--- src/design/mlp_map.vh ---
// Constants for the multiply, logic and pattern compare slice.
// Assumes big-endian bit numbering of the instruction word, bit 0 = MSB.
`ifndef MLP_MAP_VH
`define MLP_MAP_VH

// -------------------------------------------------------------------------
// Opcode field values (instruction bits 0..5)
// -------------------------------------------------------------------------
`define MLP_OP_MUL 6'h10
`define MLP_OP_MULI 6'h18
`define MLP_OP_OR 6'h20
`define MLP_OP_ORI 6'h28
`define MLP_OP_PCMPEQ 6'h22
`define MLP_OP_PCMPNE 6'h23
`define MLP_OP_PREFIX 6'h2c

// -------------------------------------------------------------------------
// Multiply kind in instruction bits 30..31
// -------------------------------------------------------------------------
`define MLP_MK_LOW 2'h0
`define MLP_MK_HSIGNED 2'h1
`define MLP_MK_HMIXED 2'h2
`define MLP_MK_HUNSIGNED 2'h3

// -------------------------------------------------------------------------
// Configuration defaults and timing
// -------------------------------------------------------------------------
`define MLP_HWMUL_64 2
`define MLP_CYC_FAST 1
`define MLP_CYC_AREA 3
`define MLP_CLK_NS 5

`endif

--- src/design/mlp_unit.v ---
// Multiply, OR and pattern compare execution slice of a 32-bit core.
// Assumes register file reads are presented with the instruction and
// results are written back from res_* outputs.
`timescale 1ns/1ps
`include "mlp_map.vh"

// Functional notes
// - Upper-unsigned multiply writes high word of unsigned 64-bit product.
// - Mixed multiply: first signed, second unsigned, high word written.
// - Constant multiply writes low word of source times extended constant.
// - Multiplies take 1 cycle normally, 3 cycles in area mode.
// - Upper-word multiplies exist only with multiplier option 2.
// - Constant multiply exists when multiplier option exceeds 0.
// - Bits 30 and 31 select among register multiply variants.
// - Constant sign-extended from 16 bits, unless prefixed by upper half.
// - Register OR writes bitwise OR in one cycle.
// - Constant OR writes OR with extended constant in one cycle.
// - Byte match gives first equal byte position, MSB as 1.
// - No equal byte gives zero; one cycle.
// - Equal test writes 1 on identical words, else 0.
// - Unequal test writes 0 on identical words, else 1.
// - Pattern compares exist only when compare option is 1.
// - Signed upper multiply writes high word of signed product.
// - Low-word multiply writes low word of the product.
module mlp_unit #(
   parameter AREA_SAVING_OPTION = 0,
   parameter HARDWARE_MULTIPLIER_OPTION = `MLP_HWMUL_64,
   parameter PATTERN_COMPARE_OPTION = 1
) (
   // Clock and reset
   input wire clk_sys,
   input wire rst,
   // Instruction issue
   input wire ins_valid,
   input wire [31:0] ins_word,
   input wire [31:0] first_source_val,
   input wire [31:0] second_source_val,
   // Issue side
   output reg busy_q,
   // Result write back
   output reg res_valid_q,
   output reg [4:0] res_dest_q,
   output reg [31:0] res_data_q,
   output reg illegal_q
);
   localparam MUL_STAGES = AREA_SAVING_OPTION ? `MLP_CYC_AREA : `MLP_CYC_FAST;
   localparam ST_IDLE = 1'b0;
   localparam ST_MUL = 1'b1;
   // Wait count loaded at issue; unused when the multiply is single cycle
   localparam [1:0] MUL_WAIT = (MUL_STAGES > 1) ? MUL_STAGES - 2 : 0;

   wire [5:0] opcode;
   wire [4:0] dest_reg;
   wire [4:0] first_source_reg;
   wire [4:0] second_source_reg;
   wire [1:0] mul_kind;
   wire pcmp_bit;
   wire [31:0] const_operand;
   wire [63:0] product;
   reg prefix_q;
   reg [15:0] prefix_val_q;
   reg state_q;
   reg [1:0] cnt_q;
   reg [4:0] mdest_q;
   reg mhigh_q;
   reg a_signed;
   reg b_signed;
   reg [31:0] mop_b;
   reg is_mul;
   reg hi_sel;
   reg legal;
   reg one_cyc;
   reg [31:0] one_res;
   reg [31:0] byte_pos;
   wire [3:0] byte_eq;
   wire words_eq;
   wire take;

   // ----------------------------------------------------------------------
   // Field decode
   // ----------------------------------------------------------------------
   mlp_decode u_dec (
      .ins_word(ins_word),
      .prefix_pending(prefix_q),
      .prefix_value(prefix_val_q),
      .opcode(opcode),
      .dest_reg(dest_reg),
      .first_source_reg(first_source_reg),
      .second_source_reg(second_source_reg),
      .mul_kind(mul_kind),
      .pcmp_bit(pcmp_bit),
      .const_operand(const_operand)
   );

   assign take = ins_valid & ~busy_q;

   // ----------------------------------------------------------------------
   // Pattern compare
   // ----------------------------------------------------------------------
   genvar g;
   generate
      for (g = 0; g < 4; g = g + 1) begin : g_byte
         // Index 0 is the most significant byte
         assign byte_eq[g] = first_source_val[31-8*g -: 8] ==
            second_source_val[31-8*g -: 8];
      end
   endgenerate
   assign words_eq = first_source_val == second_source_val;

   // First match from the MSB wins
   always @* begin
      if (byte_eq[0]) begin
         byte_pos = 32'h1;
      end else if (byte_eq[1]) begin
         byte_pos = 32'h2;
      end else if (byte_eq[2]) begin
         byte_pos = 32'h3;
      end else if (byte_eq[3]) begin
         byte_pos = 32'h4;
      end else begin
         byte_pos = 32'h0;
      end
   end

   // ----------------------------------------------------------------------
   // Operation select
   // ----------------------------------------------------------------------
   always @* begin
      is_mul = 1'b0;
      hi_sel = 1'b0;
      a_signed = 1'b0;
      b_signed = 1'b0;
      mop_b = second_source_val;
      legal = 1'b1;
      one_cyc = 1'b0;
      one_res = 32'h0;
      case (opcode)
         `MLP_OP_MUL: begin
            is_mul = HARDWARE_MULTIPLIER_OPTION > 0;
            case (mul_kind)
               `MLP_MK_HSIGNED: begin
                  hi_sel = 1'b1;
                  a_signed = 1'b1;
                  b_signed = 1'b1;
               end
               `MLP_MK_HMIXED: begin
                  hi_sel = 1'b1;
                  a_signed = 1'b1;
               end
               `MLP_MK_HUNSIGNED: begin
                  hi_sel = 1'b1;
               end
               default: begin
                  hi_sel = 1'b0;
               end
            endcase
            // Upper-word forms need the 64-bit multiplier setting
            if (hi_sel && HARDWARE_MULTIPLIER_OPTION != `MLP_HWMUL_64) begin
               is_mul = 1'b0;
            end
            legal = is_mul;
         end
         `MLP_OP_MULI: begin
            is_mul = HARDWARE_MULTIPLIER_OPTION > 0;
            mop_b = const_operand;
            legal = is_mul;
         end
         `MLP_OP_OR: begin
            if (pcmp_bit) begin
               legal = PATTERN_COMPARE_OPTION == 1;
               one_cyc = legal;
               one_res = byte_pos;
            end else begin
               one_cyc = 1'b1;
               one_res = first_source_val | second_source_val;
            end
         end
         `MLP_OP_ORI: begin
            one_cyc = 1'b1;
            one_res = first_source_val | const_operand;
         end
         `MLP_OP_PCMPEQ: begin
            legal = PATTERN_COMPARE_OPTION == 1 && pcmp_bit;
            one_cyc = legal;
            one_res = {31'h0, words_eq};
         end
         `MLP_OP_PCMPNE: begin
            legal = PATTERN_COMPARE_OPTION == 1 && pcmp_bit;
            one_cyc = legal;
            one_res = {31'h0, ~words_eq};
         end
         `MLP_OP_PREFIX: begin
            // Only supplies the upper half to the next word; no result, not illegal
            legal = 1'b1;
         end
         default: begin
            legal = 1'b0;
         end
      endcase
   end

   // ----------------------------------------------------------------------
   // Multiplier
   // ----------------------------------------------------------------------
   mlp_mult #(
      .STAGES(MUL_STAGES)
   ) u_mul (
      .clk_sys(clk_sys),
      .op_a(first_source_val),
      .op_b(mop_b),
      .a_signed(a_signed),
      .b_signed(b_signed),
      .product(product)
   );

   // ----------------------------------------------------------------------
   // Prefix tracking: only the word right after the prefix sees it
   // ----------------------------------------------------------------------
   always @(posedge clk_sys) begin
      if (rst) begin
         prefix_q <= 1'b0;
         prefix_val_q <= 16'h0;
      end else if (take) begin
         prefix_q <= opcode == `MLP_OP_PREFIX;
         prefix_val_q <= ins_word[15:0];
      end
   end

   // ----------------------------------------------------------------------
   // Sequencer and result register
   // ----------------------------------------------------------------------
   // Area mode holds busy so the issue side stalls for the extra cycles
   always @(posedge clk_sys) begin
      if (rst) begin
         state_q <= ST_IDLE;
         cnt_q <= 2'h0;
         busy_q <= 1'b0;
         mdest_q <= 5'h0;
         mhigh_q <= 1'b0;
         res_valid_q <= 1'b0;
         res_dest_q <= 5'h0;
         res_data_q <= 32'h0;
         illegal_q <= 1'b0;
      end else begin
         res_valid_q <= 1'b0;
         illegal_q <= 1'b0;
         case (state_q)
            ST_IDLE: begin
               if (take && is_mul && MUL_STAGES == 1) begin
                  res_valid_q <= 1'b1;
                  res_dest_q <= dest_reg;
                  res_data_q <= hi_sel ? product[63:32] : product[31:0];
               end else if (take && is_mul) begin
                  state_q <= ST_MUL;
                  busy_q <= 1'b1;
                  cnt_q <= MUL_WAIT;
                  mdest_q <= dest_reg;
                  mhigh_q <= hi_sel;
               end else if (take && one_cyc) begin
                  res_valid_q <= 1'b1;
                  res_dest_q <= dest_reg;
                  res_data_q <= one_res;
               end else if (take && !legal) begin
                  illegal_q <= 1'b1;
               end
            end
            ST_MUL: begin
               if (cnt_q == 2'h0) begin
                  state_q <= ST_IDLE;
                  busy_q <= 1'b0;
                  res_valid_q <= 1'b1;
                  res_dest_q <= mdest_q;
                  res_data_q <= mhigh_q ? product[63:32] : product[31:0];
               end else begin
                  cnt_q <= cnt_q - 2'h1;
               end
            end
            default: begin
               state_q <= ST_IDLE;
               busy_q <= 1'b0;
            end
         endcase
      end
   end
endmodule

--- src/design/mlp_decode.v ---
// Instruction field split and operand selection for the datapath slice.
// Assumes the word is valid whenever ins_valid is high.
`timescale 1ns/1ps
`include "mlp_map.vh"

module mlp_decode (
   // Instruction
   input wire [31:0] ins_word,
   input wire prefix_pending,
   input wire [15:0] prefix_value,
   // Fields
   output wire [5:0] opcode,
   output wire [4:0] dest_reg,
   output wire [4:0] first_source_reg,
   output wire [4:0] second_source_reg,
   output wire [1:0] mul_kind,
   output wire pcmp_bit,
   output wire [31:0] const_operand
);
   wire [15:0] constant_field;

   // Bit 0 of the word is the MSB, so field n..m maps to [31-n:31-m]
   assign opcode = ins_word[31:26];
   assign dest_reg = ins_word[25:21];
   assign first_source_reg = ins_word[20:16];
   assign second_source_reg = ins_word[15:11];
   assign pcmp_bit = ins_word[10];
   assign mul_kind = ins_word[1:0];
   assign constant_field = ins_word[15:0];

   // Sign extend unless a prefix word just supplied the upper half
   assign const_operand = prefix_pending ? {prefix_value, constant_field} :
      {{16{constant_field[15]}}, constant_field};
endmodule

--- src/design/mlp_mult.v ---
// 32x32 multiplier with selectable operand signedness.
// Assumes the caller holds operands stable only for the start cycle.
`timescale 1ns/1ps
`include "mlp_map.vh"

module mlp_mult #(
   parameter STAGES = 1
) (
   // Clock
   input wire clk_sys,
   // Operands
   input wire [31:0] op_a,
   input wire [31:0] op_b,
   input wire a_signed,
   input wire b_signed,
   // Product, valid STAGES-1 cycles after the operands
   output wire [63:0] product
);
   wire signed [32:0] ext_a;
   wire signed [32:0] ext_b;
   wire signed [65:0] full;
   reg [63:0] pipe_q [0:2];
   integer i;

   // One extra bit per operand covers signed, mixed and unsigned
   assign ext_a = {a_signed & op_a[31], op_a};
   assign ext_b = {b_signed & op_b[31], op_b};
   assign full = ext_a * ext_b;

   // Area mode spreads the product over extra register stages
   always @(posedge clk_sys) begin
      pipe_q[0] <= full[63:0];
      for (i = 1; i < 3; i = i + 1) begin
         pipe_q[i] <= pipe_q[i-1];
      end
   end

   // Pick the stage by elaboration so the one-cycle build never indexes below 0
   generate
      if (STAGES > 1) begin : g_piped
         assign product = pipe_q[STAGES-2];
      end else begin : g_direct
         assign product = full[63:0];
      end
   endgenerate
endmodule

--- config.mk ---
export PLATFORM = sky130hd
export DESIGN_NAME = mlp_unit
export DESIGN_NICKNAME = d
export VERILOG_FILES = /design/src/design/mlp_unit.v /design/src/design/mlp_decode.v /design/src/design/mlp_mult.v
export VERILOG_INCLUDE_DIRS = /design/src /design/src/design
export SDC_FILE = /design/constraint.sdc
export NUM_CORES = 2
export LEC_CHECK = 0
export BUFFER_PORTS_ARGS = -buffer_cell sky130_fd_sc_hd__buf_2
export CORE_UTILIZATION = 45
export DETAILED_ROUTE_END_ITERATION = 10
export GPL_TIMING_DRIVEN = 0
export HOLD_SLACK_MARGIN = 0.06
export PLACE_DENSITY = 0.62
export RECOVER_POWER = 100
export SYNTH_ARGS = -nofsm -noshare
export SYNTH_HDL_FRONTEND = slang
export SYNTH_SLANG_ARGS = --single-unit
--- constraint.sdc ---
create_clock -name clk_sys -period 30 [get_ports clk_sys]
set_input_delay 3 -clock clk_sys [delete_from_list [all_inputs] [get_ports clk_sys]]
set_output_delay 3 -clock clk_sys [all_outputs]
set_load 0.05 [all_outputs]
==> flow_summary.json <==
{
  "crit_type": "in -> reg",
  "synth-seq-cells": 59,
  "numClockSinks": 59,
  "die_y_um": 308.4,
  "drive_above_1_share_pct": 2.918,
  "grt_use_total_pct": 37.29,
  "yosysWarningCount": 0,
  "slew_viol_final": 25,
  "synthArstFlopShare_pct": 0,
  "grt.overflow.total": 0,
  "cts_buffer_depth": 2,
  "rsz0062_at_grt": "false",
  "drtIter0Drc": 4149,
  "cts_tree": "done",
  "core_um2": 93190,
  "synth_edf_count": 0,
  "die_w_um": 308.4,
  "max_freq_mhz": 63.49,
  "syn_inst": 4840,
  "worst_slack_ps": 14250,
  "firstDrtPassIters": 8,
  "post_drt_wl_per_cell_um": 27.81,
  "critical-path-max-stage-delay_ps": 1030,
  "syn_nets": 6311,
  "dp_hpwl_um": 147400,
  "drv_cap": 2,
  "crit_arrival_ps": 15950,
  "dp_slack_ps": 14610,
  "violations": "capacitance limit, slew limit",
  "io_buffers": 111,
  "path_clk_slew_ps": 60,
  "rows": 112,
  "clk_latency_ps": 340,
  "synthFlopType": "dfxtp_1",
  "tns_ps": 0,
  "nets": 6436,
  "area_growth_pct": 5.630,
  "antenna_found_initial": 13,
  "ys_seq_area_share_pct": 2.796,
  "min_path_cells": 2,
  "synth.avg_cell_area_um2": 8.729,
  "post_cts_buffers": 0,
  "worst_pin_slew_ps": 1630,
  "fillCellCount": 9377,
  "slew_headroom_pct": -8.960,
  "postRouteAntennaNets": 0,
  "place_congestion": 1.041,
  "fin_skew_ps": 7.274,
  "routed_wl_um": 173200,
  "slowest_stage": "a21oi_1",
  "regArea_um2": 1181,
  "syn_area_um2": 42250,
  "r2r_cells": 31,
  "hold_buffers": 0,
  "synthDistinctLibCells": 80,
  "startpoint_type": "input pin",
  "status": "finished, violations left",
  "period_share_pct": 52.50,
  "cp-end-kind": "flop",
  "worstPathRequired_ps": 30200,
  "fin_crit_ps": 15750,
  "vias": 35700,
  "drc": 0,
  "root_buffer": "clkbuf_16",
  "crit_fanout": 10,
  "start_util_pct": 45.34,
  "dieArea_um2": 95120,
  "grt_max_degree": 25,
  "multiInputGateArea_um2": 35510,
  "crit_top_cell": "fa_1",
  "vias_per_cell": 5.730,
  "min_path_type": "reg -> reg",
  "finalHoldViolCount": 0,
  "cts_made_buffers": 9,
  "grt_pass1_wl_um": 249300,
  "ios": 139,
  "cts_resized": 0,
  "grt_pass1_vias": 36720,
  "finalSetupViolations": 0,
  "cts_max_level": 3
}
-- flip-flops by register name, indices dropped and copies added (netlist names) --
register	cells
res_data_q	32
prefix_val_q	16
res_dest_q	5
cnt_q	2
illegal_q	1
prefix_q	1
res_valid_q	1
state_q	1
-- cell usage in the layout, fill, tap and decap left out, types with 8 or more instances in the layout --
cell type	n
mux2_2	13
a21oi_1	137
nor4_1	11
o21bai_1	18
buf_2	70
a21o_1	33
nor3_1	22
nor2_1	332
a211oi_1	13
ha_1	247
dfxtp_1	59
xnor2_1	55
and3_1	9
o21ai_1	19
o31ai_1	10
o21ai_0	63
nand2_1	773
clkbuf_1	294
inv_1	1164
nand4_1	29
clkinv_1	14
xor2_1	17
and2_1	188
o221ai_1	11
a31oi_1	11
o211ai_1	10
fa_1	1125
nand3_1	33
a2111oi_0	8
o21a_1	12
clkbuf_16	9
mux2i_1	22
-- worst paths after layout --
kind                  start        endpoint  slack, ps
min reg2reg  res_data_q[13]  res_data_q[13]        440
max reg2reg        prefix_q  res_data_q[25]      18100
min          res_data_q[13]  res_data_q[13]        440
max            ins_word[26]  res_data_q[20]      14250
-- logic make-up after synthesis --
kind of cell / Yosys count / share of synthesized area [%]
other cells: 1 / 0.008876
buf+inv: 1449 / 13.07
simple gates: 1442 / 14.76
compound gates: 408 / 6.340
flops: 59 / 2.796
mux: 37 / 0.9151
xor+xnor: 72 / 1.493
fa+ha+maj: 1372 / 60.62
-- synth_stat cells (7+ instances only) --
master | instances | area, um^2
a211oi_1 | 13 | 97.59
a21o_1 | 33 | 247.7
a21oi_1 | 136 | 680.7
a31oi_1 | 11 | 68.82
and2_1 | 188 | 1176
and3_1 | 9 | 56.30
buf_1 | 8 | 30.03
clkbuf_1 | 247 | 927.1
clkinv_1 | 14 | 52.55
dfxtp_1 | 59 | 1181
fa_1 | 1125 | 22520
ha_1 | 247 | 3090
inv_1 | 1164 | 4369
mux2_2 | 13 | 146.4
mux2i_1 | 24 | 240.2
nand2_1 | 773 | 2902
nand2b_1 | 7 | 43.79
nand3_1 | 33 | 165.2
nand4_1 | 29 | 181.4
nor2_1 | 332 | 1246
nor3_1 | 22 | 110.1
nor4_1 | 11 | 68.82
o211ai_1 | 10 | 75.07
o21a_1 | 12 | 90.09
o21ai_0 | 61 | 305.3
o21ai_1 | 21 | 105.1
o21bai_1 | 18 | 135.1
o221ai_1 | 11 | 96.34
o22ai_1 | 7 | 43.79
o31ai_1 | 9 | 67.56
or2_2 | 7 | 43.79
xnor2_1 | 55 | 481.7
xor2_1 | 17 | 148.9
-- final cells by class --
type                       count  share of cell area (%)
inverter                    1182                   9.941
timing repair buffer         114                   1.203
tap                         1254                   3.516
clock inverter                 7                  0.1878
clock buffer                   9                  0.5046
buffer                       267                   2.403
antenna                        6                 0.03364
sequential                    59                   2.647
multi-input combinational   3332                   79.56
-- through the flow --
step | hold WS (ps) | std cells | area, um^2 | util [%]
2_1_floorplan | 460.7 | 4840 | 42250 | -
3_3_place_gp | 423.8 | 6205 | 44380 | 47.62
3_5_place_dp | 429.6 | 6208 | 44420 | 47.67
4_1_cts | 438.9 | 6224 | 44730 | 48.00
5_1_grt | 476.7 | 6226 | 44620 | 47.88
6_report | 440.8 | 6230 | 44630 | 47.89
-- worst max-delay path, delay by kind of cell --
kind / cells / cell delay, ps
compound gates: 8 / 2980
fa+ha+maj: 9 / 5220
buf+inv: 10 / 3210
simple gates: 6 / 1460
-- metal layers --
| layer | vias to the layer above | GRT usage [%] | wire, um |
|---|---|---|---|
| met5 | - | 0 | 70 |
| met4 | 10 | 20.18 | 11880 |
| met3 | 496 | 8.631 | 19410 |
| li1 | 14440 | - | - |
| met2 | 2191 | 56.96 | 76130 |
| met1 | 18560 | 49.18 | 65750 |
Power is not shown: default switching activity piles up to over one toggle a cycle in this logic, so the estimate is an artifact.
